--- config.mk ---
export PLATFORM = sky130hd
export DESIGN_NAME = adcoc_regs
export DESIGN_NICKNAME = d
export VERILOG_FILES = /design/src/include/adcoc_pkg.sv /design/src/rtl/adcoc_phase_sel.sv /design/src/rtl/adcoc_regs.sv
export VERILOG_INCLUDE_DIRS = /design/src /design/src/include
export SDC_FILE = /design/constraint.sdc
export NUM_CORES = 1
export LEC_CHECK = 0
export CORE_ASPECT_RATIO = 0.5
export CORE_MARGIN = 10
export CORE_UTILIZATION = 39
export CTS_CLUSTER_DIAMETER = 80
export CTS_CLUSTER_SIZE = 25
export DETAILED_ROUTE_END_ITERATION = 6
export DONT_BUFFER_PORTS = 1
export SYNTH_ARGS = -nofsm -noshare
export SYNTH_HDL_FRONTEND = slang
export SYNTH_HIERARCHICAL = 1
export SYNTH_SLANG_ARGS = --single-unit
--- constraint.sdc ---
create_clock -name clk -period 1.85 [get_ports clk]
set_input_delay 0.0925 -clock clk [delete_from_list [all_inputs] [get_ports clk]]
set_output_delay 0.0925 -clock clk [all_outputs]
set_load 0.02 [all_outputs]
--- src/include/adcoc_defs.svh ---
// Register offsets, field positions, reset values and timing constants for the output config bank
`ifndef ADCOC_DEFS_SVH
`define ADCOC_DEFS_SVH

`define ADCOC_ADDR_W 8
`define ADCOC_OFF_TRIM 8'h10
`define ADCOC_OFF_OUT_MODE 8'h14
`define ADCOC_OFF_CLK_PHASE 8'h16
`define ADCOC_OFF_FINE_DELAY 8'h17
`define ADCOC_OFF_PAT1_LO 8'h19
`define ADCOC_OFF_PAT1_HI 8'h1a
`define ADCOC_OFF_PAT2_LO 8'h1b
`define ADCOC_OFF_PAT2_HI 8'h1c
`define ADCOC_OFF_SIG_LO 8'h24
`define ADCOC_OFF_FEATURE 8'h2a

`define ADCOC_RST_ZERO 8'h00
`define ADCOC_RST_FEATURE 8'h01

`define ADCOC_BIT_SWING 7
`define ADCOC_BIT_OTYPE 6
`define ADCOC_BIT_DCO_INV 7
`define ADCOC_BIT_OR_EN 0
`define ADCOC_PHASE_LSB 0
`define ADCOC_DDLY_LSB 4
`define ADCOC_CDLY_LSB 0

// Fine delay step in picoseconds and the largest tap code
`define ADCOC_DELAY_STEP_PS 290
`define ADCOC_TAP_MAX 3'h7

`endif

--- src/include/adcoc_pkg.sv ---
// Types shared by the output config bank and its divider phase picker
package adcoc_pkg;

  typedef struct packed {
    logic swing_reduced;
    logic lvds_sel;
    logic dco_invert;
    logic [2:0] div_phase;
    logic [2:0] data_delay;
    logic [2:0] clock_delay;
    logic or_pin_en;
  } adcoc_cfg_t;

  typedef struct packed {
    logic wr;
    logic rd;
    logic [7:0] addr;
    logic [7:0] wdata;
  } adcoc_req_t;

  typedef enum logic {
    ADCOC_IO_CMOS,
    ADCOC_IO_LVDS
  } adcoc_io_t;

endpackage

--- src/rtl/adcoc_phase_sel.sv ---
// Picks the live divider tick or one of its seven delayed copies for the output clock
`timescale 1ns/100ps
`default_nettype none
module adcoc_phase_sel
  import adcoc_pkg::*;
(
  // Clock and reset
  input wire logic clk,
  input wire logic arst_n,
  // Divider tick and phase choice
  input wire logic div_tick,
  input wire logic div_active,
  input wire logic [2:0] phase,
  // Chosen tick
  output logic phase_tick
);

  logic [6:0] tap_r;
  logic [6:0] tap_nxt;

  // Shift line holds the tick delayed 1..7 input cycles; phase 0 takes the live tick
  always_comb begin
    tap_nxt = {tap_r[5:0], div_tick};
  end

  always_ff @(posedge clk or negedge arst_n) begin
    if (!arst_n) begin
      tap_r <= 7'h00;
    end else begin
      tap_r <= tap_nxt;
    end
  end

  // Without division the phase choice has no meaning; raw tick passes
  always_comb begin
    if (div_active) begin
      phase_tick = (phase == 3'h0) ? div_tick : tap_r[phase - 3'h1];
    end else begin
      phase_tick = div_tick;
    end
  end

endmodule
`default_nettype wire

--- src/rtl/adcoc_regs.sv ---
// Output configuration register bank with test pattern selection
`timescale 1ns/100ps
`default_nettype none
`include "adcoc_defs.svh"
module adcoc_regs
  import adcoc_pkg::*;
(
  // Clock and reset
  input wire logic clk,
  input wire logic arst_n,
  // Register access from serial port decoder
  input wire adcoc_req_t req,
  output logic [7:0] rdata,
  output logic rvalid,
  // Sample path and test state from neighbouring banks
  input wire logic [13:0] sample,
  input wire logic over_range,
  input wire logic test_mode_on,
  input wire logic test_use_pat2,
  input wire logic [7:0] signature_lo,
  input wire logic div_tick,
  input wire logic div_active,
  // Output side controls
  output adcoc_cfg_t cfg,
  output logic [15:0] out_word,
  output logic out_or,
  output logic out_clk_tick,
  output logic [11:0] data_delay_ps,
  output logic [11:0] clock_delay_ps
);

  logic [7:0] trim_r, mode_r, phase_r, dly_r, p1l_r, p1h_r, p2l_r, p2h_r, feat_r;
  logic [7:0] trim_nxt, mode_nxt, phase_nxt, dly_nxt, p1l_nxt, p1h_nxt, p2l_nxt, p2h_nxt, feat_nxt;
  logic [7:0] rdata_nxt;
  logic rvalid_nxt;
  logic [15:0] word_r, word_nxt;
  logic or_r, or_nxt;
  logic tick_raw;

  function automatic logic [11:0] tap_to_ps(input logic [2:0] code);
    tap_to_ps = 12'({9'h000, code} + 12'h001) * 12'(`ADCOC_DELAY_STEP_PS);
  endfunction

  // Register writes; signature offset has no storage so writes fall away
  always_comb begin
    trim_nxt = trim_r;
    mode_nxt = mode_r;
    phase_nxt = phase_r;
    dly_nxt = dly_r;
    p1l_nxt = p1l_r;
    p1h_nxt = p1h_r;
    p2l_nxt = p2l_r;
    p2h_nxt = p2h_r;
    feat_nxt = feat_r;
    if (req.wr) begin
      if (req.addr == `ADCOC_OFF_TRIM) begin
        trim_nxt = req.wdata;
      end else if (req.addr == `ADCOC_OFF_OUT_MODE) begin
        mode_nxt = req.wdata;
      end else if (req.addr == `ADCOC_OFF_CLK_PHASE) begin
        phase_nxt = req.wdata;
      end else if (req.addr == `ADCOC_OFF_FINE_DELAY) begin
        dly_nxt = req.wdata;
      end else if (req.addr == `ADCOC_OFF_PAT1_LO) begin
        p1l_nxt = req.wdata;
      end else if (req.addr == `ADCOC_OFF_PAT1_HI) begin
        p1h_nxt = req.wdata;
      end else if (req.addr == `ADCOC_OFF_PAT2_LO) begin
        p2l_nxt = req.wdata;
      end else if (req.addr == `ADCOC_OFF_PAT2_HI) begin
        p2h_nxt = req.wdata;
      end else if (req.addr == `ADCOC_OFF_FEATURE) begin
        feat_nxt = req.wdata;
      end
    end
  end

  // Read mux; unmapped offsets read zero
  always_comb begin
    rvalid_nxt = req.rd;
    rdata_nxt = 8'h00;
    if (req.addr == `ADCOC_OFF_TRIM) begin
      rdata_nxt = trim_r;
    end else if (req.addr == `ADCOC_OFF_OUT_MODE) begin
      rdata_nxt = mode_r;
    end else if (req.addr == `ADCOC_OFF_CLK_PHASE) begin
      rdata_nxt = phase_r;
    end else if (req.addr == `ADCOC_OFF_FINE_DELAY) begin
      rdata_nxt = dly_r;
    end else if (req.addr == `ADCOC_OFF_PAT1_LO) begin
      rdata_nxt = p1l_r;
    end else if (req.addr == `ADCOC_OFF_PAT1_HI) begin
      rdata_nxt = p1h_r;
    end else if (req.addr == `ADCOC_OFF_PAT2_LO) begin
      rdata_nxt = p2l_r;
    end else if (req.addr == `ADCOC_OFF_PAT2_HI) begin
      rdata_nxt = p2h_r;
    end else if (req.addr == `ADCOC_OFF_SIG_LO) begin
      rdata_nxt = signature_lo;
    end else if (req.addr == `ADCOC_OFF_FEATURE) begin
      rdata_nxt = feat_r;
    end
    if (!req.rd) begin
      rdata_nxt = 8'h00;
    end
  end

  // Output word: test data overrides converted samples
  always_comb begin
    if (test_mode_on) begin
      word_nxt = test_use_pat2 ? {p2h_r, p2l_r} : {p1h_r, p1l_r};
    end else begin
      word_nxt = {2'h0, sample};
    end
    or_nxt = over_range & feat_r[`ADCOC_BIT_OR_EN];
  end

  always_ff @(posedge clk or negedge arst_n) begin
    if (!arst_n) begin
      trim_r <= `ADCOC_RST_ZERO;
      mode_r <= `ADCOC_RST_ZERO;
      phase_r <= `ADCOC_RST_ZERO;
      dly_r <= `ADCOC_RST_ZERO;
      p1l_r <= `ADCOC_RST_ZERO;
      p1h_r <= `ADCOC_RST_ZERO;
      p2l_r <= `ADCOC_RST_ZERO;
      p2h_r <= `ADCOC_RST_ZERO;
      feat_r <= `ADCOC_RST_FEATURE;
      rdata <= 8'h00;
      rvalid <= 1'b0;
      word_r <= 16'h0000;
      or_r <= 1'b0;
    end else begin
      trim_r <= trim_nxt;
      mode_r <= mode_nxt;
      phase_r <= phase_nxt;
      dly_r <= dly_nxt;
      p1l_r <= p1l_nxt;
      p1h_r <= p1h_nxt;
      p2l_r <= p2l_nxt;
      p2h_r <= p2h_nxt;
      feat_r <= feat_nxt;
      rdata <= rdata_nxt;
      rvalid <= rvalid_nxt;
      word_r <= word_nxt;
      or_r <= or_nxt;
    end
  end

  adcoc_phase_sel u_phase (
    .clk(clk),
    .arst_n(arst_n),
    .div_tick(div_tick),
    .div_active(div_active),
    .phase(phase_r[`ADCOC_PHASE_LSB +: 3]),
    .phase_tick(tick_raw)
  );

  // Fine delays are handed to the pad cells; core timing never sees them
  always_comb begin
    cfg.swing_reduced = mode_r[`ADCOC_BIT_SWING];
    cfg.lvds_sel = mode_r[`ADCOC_BIT_OTYPE];
    cfg.dco_invert = phase_r[`ADCOC_BIT_DCO_INV];
    cfg.div_phase = phase_r[`ADCOC_PHASE_LSB +: 3];
    cfg.data_delay = dly_r[`ADCOC_DDLY_LSB +: 3];
    cfg.clock_delay = dly_r[`ADCOC_CDLY_LSB +: 3];
    cfg.or_pin_en = feat_r[`ADCOC_BIT_OR_EN];
    data_delay_ps = tap_to_ps(dly_r[`ADCOC_DDLY_LSB +: 3]);
    clock_delay_ps = tap_to_ps(dly_r[`ADCOC_CDLY_LSB +: 3]);
    out_clk_tick = tick_raw ^ phase_r[`ADCOC_BIT_DCO_INV];
  end

  assign out_word = word_r;
  assign out_or = or_r;

  a_sig_readonly: assert property (@(posedge clk) disable iff (!arst_n)
    req.rd && req.addr == `ADCOC_OFF_SIG_LO |=> rdata == $past(signature_lo))
    else $error("signature read mismatch");
  a_wr_readback: assert property (@(posedge clk) disable iff (!arst_n)
    req.wr && req.addr == `ADCOC_OFF_PAT1_LO ##1 req.rd && !req.wr && req.addr == `ADCOC_OFF_PAT1_LO
    |=> rdata == $past(req.wdata, 2))
    else $error("pattern readback mismatch");
  a_type_follows: assert property (@(posedge clk) disable iff (!arst_n)
    req.wr && req.addr == `ADCOC_OFF_OUT_MODE |=> cfg.lvds_sel == $past(req.wdata[6]))
    else $error("output type not applied");
  a_swing_follows: assert property (@(posedge clk) disable iff (!arst_n)
    req.wr && req.addr == `ADCOC_OFF_OUT_MODE |=> cfg.swing_reduced == $past(req.wdata[7]))
    else $error("swing not applied");
  a_clk_invert: assert property (@(posedge clk) disable iff (!arst_n)
    !div_active |-> out_clk_tick == (div_tick ^ cfg.dco_invert))
    else $error("clock polarity wrong");
  a_phase_delay: assert property (@(posedge clk) disable iff (!arst_n)
    div_active && cfg.div_phase == 3'h2 && $stable(cfg.div_phase) && !cfg.dco_invert
    |-> out_clk_tick == $past(div_tick, 2))
    else $error("phase delay wrong");
  a_delay_ps: assert property (@(posedge clk) disable iff (!arst_n)
    cfg.data_delay == `ADCOC_TAP_MAX |-> data_delay_ps == 12'h910)
    else $error("fine delay range wrong");
  a_pattern_out: assert property (@(posedge clk) disable iff (!arst_n)
    test_mode_on && !test_use_pat2 |=> out_word == $past({p1h_r, p1l_r}))
    else $error("test pattern not driven");
  a_or_gate: assert property (@(posedge clk) disable iff (!arst_n)
    !feat_r[0] |=> !out_or)
    else $error("over-range not gated");
  c_test_mode: cover property (@(posedge clk) disable iff (!arst_n) test_mode_on && test_use_pat2);
  c_lvds: cover property (@(posedge clk) disable iff (!arst_n) cfg.lvds_sel && cfg.swing_reduced);
  c_phase7: cover property (@(posedge clk) disable iff (!arst_n) div_active && cfg.div_phase == 3'h7);
  c_sig_read: cover property (@(posedge clk) disable iff (!arst_n) req.rd && req.addr == `ADCOC_OFF_SIG_LO);

endmodule
`default_nettype wire

**Yosys cells after proc, flatten, opt, wreduce, memory -nomap -nowiden**

Index checks and enable logic that the tools add are counted.

- $add $sub $neg: 3
- $mul: 2
- $lt $le $gt $ge: 1
- Equality and inequality tests: 10
- Mux-type cells: 17
- Bitwise gates (word level): 10
- Reductions and logical operators: 10

Operators with widths:

| cell | number |
|---|---|
| $mux 8 | 11 |
| $eq 8x5->1 const B | 8 |
| $mux 16 | 2 |
| $mul 4x8->11 const B | 2 |
| $eq 8x6->1 const B | 2 |
| $reduce_and 10->1 | 1 |
| $reduce_and 9->1 | 1 |
| $add 3x1->4 const B | 2 |
| $not 1->1 | 8 |
| $reduce_and 8->1 | 1 |
| $reduce_and 7->1 | 1 |
| $reduce_and 6->1 | 1 |
| $reduce_and 5->1 | 1 |
| $lt 3x4->1 const B | 1 |
| $reduce_and 4->1 | 1 |
| $bmux 1 s3 | 1 |
| $logic_not 3->1 | 1 |
| $mux 1 | 3 |
| $reduce_and 3->1 | 1 |
| $sub 3x1->3 const B | 1 |
| $reduce_and 2->1 | 1 |
| $and 1x1->1 | 1 |
| $xor 1x1->1 | 1 |

- Bits in registers: 105

**Logic depth before layout (Yosys ltp)**

- Depth after elaboration: 12
- Depth in mapped cells: 7
- Mapped depth without buffers: 6

**Hierarchy**

The synthesis kept the hierarchy.

By module, submodules not included:

| module | instances | cells each | area an instance (um^2) |
|---|---|---|---|
| adcoc_regs | 1 | 434 | 4,949.7 |
| adcoc_phase_sel | 1 | 22 | 309.0 |

**Worst setup path after synthesis**

No wires, ideal clock.

- Path kind: reg-to-output
- Start point: reg phase_r[0]
- End point: out out_clk_tick
- Arrival: 1.780 ns
- Slack: -0.023 ns
- Cell stages (with the launch flop): 7
- Buffers on the path: 0
- Path through: dfrtp_1 -> inv_1 -> ha_1 -> mux4_1 -> nor2_1 -> o41ai_2 -> xor2_1

- Cells in the longest elaborated chain, start to end: 6
- Elaborated cells on any way between the ends: 7

Ends and longest elaborated chain:

| what | line | source |
|---|---|---|
| start, declared | adcoc_regs.sv:32 | `logic [7:0] trim_r, mode_r, phase_r, dly_r, p1l_r, p1h_r, p2l_r, p2h_r, feat_r;` |
| start signal, assigned | adcoc_regs.sv:122 | `` phase_r <= `ADCOC_RST_ZERO; `` |
| start signal, assigned | adcoc_regs.sv:136 | `phase_r <= phase_nxt;` |
| $sub 3x1->3 | adcoc_phase_sel.sv:37 | `phase_tick = (phase == 3'h0) ? div_tick : tap_r[phase - 3'h1];` |
| $bmux 1 s3 | adcoc_phase_sel.sv:37 |  |
| $mux 1 (implied by the code) | adcoc_phase_sel.sv:37 |  |
| $mux 1 (*) | adcoc_phase_sel.sv:37 |  |
| $mux 1 (*) | adcoc_phase_sel.sv:36 | `if (div_active) begin` |
| via tick_raw | adcoc_regs.sv:38 | `logic tick_raw;` |
| $xor 1x1->1 (*) | adcoc_regs.sv:170 | `` out_clk_tick = tick_raw ^ phase_r[`ADCOC_BIT_DCO_INV]; `` |
| end, declared | adcoc_regs.sv:27 | `output logic out_clk_tick,` |

Mark *: on every way through the listed nets, which the timed path passes. The rest lies on a longest branch. The select of a mux whose other input is x is not followed.

**Worst setup path after layout**

Same ends and word-level chain as after synthesis.

==> impl_metrics.ini <==
[worst_setup_path]
path_cells = inv_2 -> ha_4 -> nand3b_1 -> o211a_1 -> o41ai_4 -> xor2_2
critPathTopFamily = compound AO/OA/AOI/OAI gates
cp_slowest_stage_delay_ns = 0.40
crit_path_start_kind = register
cpMaxStageDelayCell = dfrtp_1
worstSetupPathType = register to primary output
r2r_setup_slack_ns = 0.38
cp_num_buf_inv = 1
crit_path_end_kind = primary output
cp_max_fo = 3
arrival_ns = 2.03
r2r_cells = 4
r2r-start = feat_r[0]
worstReg2RegEnd = rdata[0]
cp.required_ns = 1.76

[outcome]
violations = hold timing, setup timing
outcome = finished with violations

[cts]
htreeDepth = 3
ctsHoldBuffers = 35
clock-sinks = 105
clk_latency_ns = 0.35
clockBufferDepth = 2
clkTransAtPathRegs_ns = 0.07
cts-root-buf = clkbuf_16
cts_tree = yes
numCtsBuffers = 9

[finish]
design_area_um2 = 6100
drive_above_1_share = 0.257
syn_to_final_growth_pct = 16.0
final_nets = 533
antennaDiodeCount = 0
post-route-util = 0.472
final_cells = 656

[detailed_routing]
drc = 0
avgRoutedWirePerCell_um = 22.1
route.final.wire_length_mm = 14.5
drt-initial-drc-count = 289
vias = 3570
viasPerCell = 5.44
drt-pass1-iter-count = 4
drtAntennaViolNets = 0

[synthesis]
synth_common_cells = dfrtp_1 (104), mux2_2 (69), a21oi_1 (36)
postSynthAreaPerCell_um2 = 11.5
synth-seq-cells = 105
synthTopCellsByArea = dfrtp_1 (49%), mux2_2 (15%), buf_4 (3.9%)
synth_top_area_frac = 0.495
synthDistinctLibCells = 51
synth_ff_type = dfrtp_1
synth_area_leader_cell = dfrtp_1
syn_inst = 456
synth_area_um2 = 5260
synth_fa_ha_area_frac = 0.0119
synth_top_family_by_area = multiplexers
yosysMostFrequentCell = dfrtp_1
yosysSeqAreaShare = 0.500
synth_xor_area_frac = 0.00999
synth_compound_area_frac = 0.129
muxShareOfSynthArea = 0.193
synth_edf_count = 0
synth-async-reset-ratio = 1.00
synth-simple-area-share = 0.0930
yosysWarningCount = 6

[pwr]
combPwrFrac = 0.099
p_clk_frac = 0.420
power.internal_uw = 4000
p_seq_frac = 0.481
vdd_drop_max_mv = 0.426
p_total_uw = 5220
p_sw_uw = 1220
switching_share = 0.233
p_leak_uw = 0.00284
powerDensity_nw_per_um2 = 856

[placement]
gp_congestion = 0.812
hpwl_mm = 9.89
placed_cells = 604
port_buffers = 0
placed_area_um2 = 5370

[timing]
tightestPinTransition_ns = 0.975
fin_hold_ws_ns = -0.563
finalSetupViolations = 1
hold_viol_final = 105
finClkSkew_ns = 0.00615
maxSlewViolCount = 0
fmax_mhz = 471
max_slew_margin = 0.350
finalCriticalPeriod_ns = 2.12
rsz0062_at_grt = true
fin_ws_ns = -0.273
finalCritPeriodShare = 1.15

[die]
start_util = 0.407
die_x_um = 184
die_y_um = 102
die-area_um2 = 18800
io_pins = 111
core_um2 = 12900
core.rowCount = 29

[global_route]
grt_pass1_vias = 3705
grt.total_usage = 0.155
grt_pass1_wl_mm = 22.2
grt_max_degree = 106
antenna_found_initial = 0
overflow = 0

[min_path]
hold_path.class = input pin to async pin

[run]
maxCapViolations = 0
## registers in the layout, indices dropped and copies added, names as in the netlist, 7 cells and up
signal         cells
phase_r            8
p1l_r              8
p1h_r              8
p2h_r              8
rdata              8
u_phase/tap_r      7
out_word          16
dly_r              8
feat_r             8
mode_r             8
p2l_r              8
trim_r             8
## worst max path at each step
stage	from	to	slack, ns	depth (start not counted)
global route	phase_r[0]	out_clk_tick	-0.36	6
finish	phase_r[0]	out_clk_tick	-0.27	6
detailed placement	phase_r[0]	out_clk_tick	0.05	6
floorplan	phase_r[0]	out_clk_tick	0.02	6
CTS	phase_r[0]	out_clk_tick	-0.30	6
global placement	phase_r[0]	out_clk_tick	0.08	6
## metrics by stage
stage | hold slack [ns] | TNS, ns | setup slack [ns]
after global routing | -0.584 | -0.364 | -0.364
final | -0.563 | -0.273 | -0.273
after CTS | -0.580 | -0.295 | -0.295
after floorplan | -0.203 | 0 | 0.0231
after global placement | -0.198 | 0 | 0.0832
after detailed placement | -0.198 | 0 | 0.0489
## cell usage in the layout (no fill, tap or decap), drive strengths merged, types with 2 or more instances in the layout
master / instances
a211oi: 8
a21oi: 36
a221oi: 8
a22oi: 8
and2: 2
and3b: 2
buf: 22
bufinv: 3
clkbuf: 11
conb: 3
dfrtp: 104
dlygate4sd3: 34
ha: 5
inv: 10
mux2: 72
mux2i: 18
nand2: 28
nand2b: 2
nand3: 5
nand3b: 2
nand4: 2
nor2: 31
nor2b: 4
nor3b: 3
o21a: 7
o21ai: 17
o221ai: 2
o22a: 7
o22ai: 7
xor2: 6
## kinds of logic after synthesis
kind of cell / count (synthesis)
AO/OA/AOI/OAI: 105
XOR/XNOR: 6
adder cells (fa/ha/maj): 5
buffers and inverters: 55
flip-flops: 105
multiplexers: 91
other: 1
AND/OR/NAND/NOR: 88
## power by group through the flow
stage,Combinational [uW],Clock (uW),Sequential (uW)
after floorplan,392,0,2530
after global placement,391,0,2560
after detailed placement,396,0,2560
after CTS,517,2240,2510
after global routing,564,2320,2520
final,517,2190,2510
## worst register-to-register path: cells and delay by family, from the launching register on
family | cells | cell delay, ns
AO/OA/AOI/OAI | 4 | 0.75
flip-flops | 1 | 0.62
## final cells by class
cell class / count / area (um2)
well taps: 170 / 213
multi-input cells: 298 / 2340
fillers: 1190 / 6820
repair buffers: 57 / 534
clock inverters: 5 / 103
clock buffers: 11 / 243
flip-flops and latches: 105 / 2630
inverters: 10 / 37.5
## layer usage
metal	track usage	wire length, um	up-vias
li1	-	-	1678
met1	0.208	6780	1790
met2	0.245	6730	95
met3	0.0393	855	7
met4	0.0400	118	0
met5	0	0	-
## repair_timing
item	in CTS	in global routing
setup endpoints to repair	1	10
buffers inserted	1	0
hold endpoints to repair	196	105
gates resized for setup	7	1
pin swaps	5	1
No activity file was read; power rests on OpenSTA's default activity.
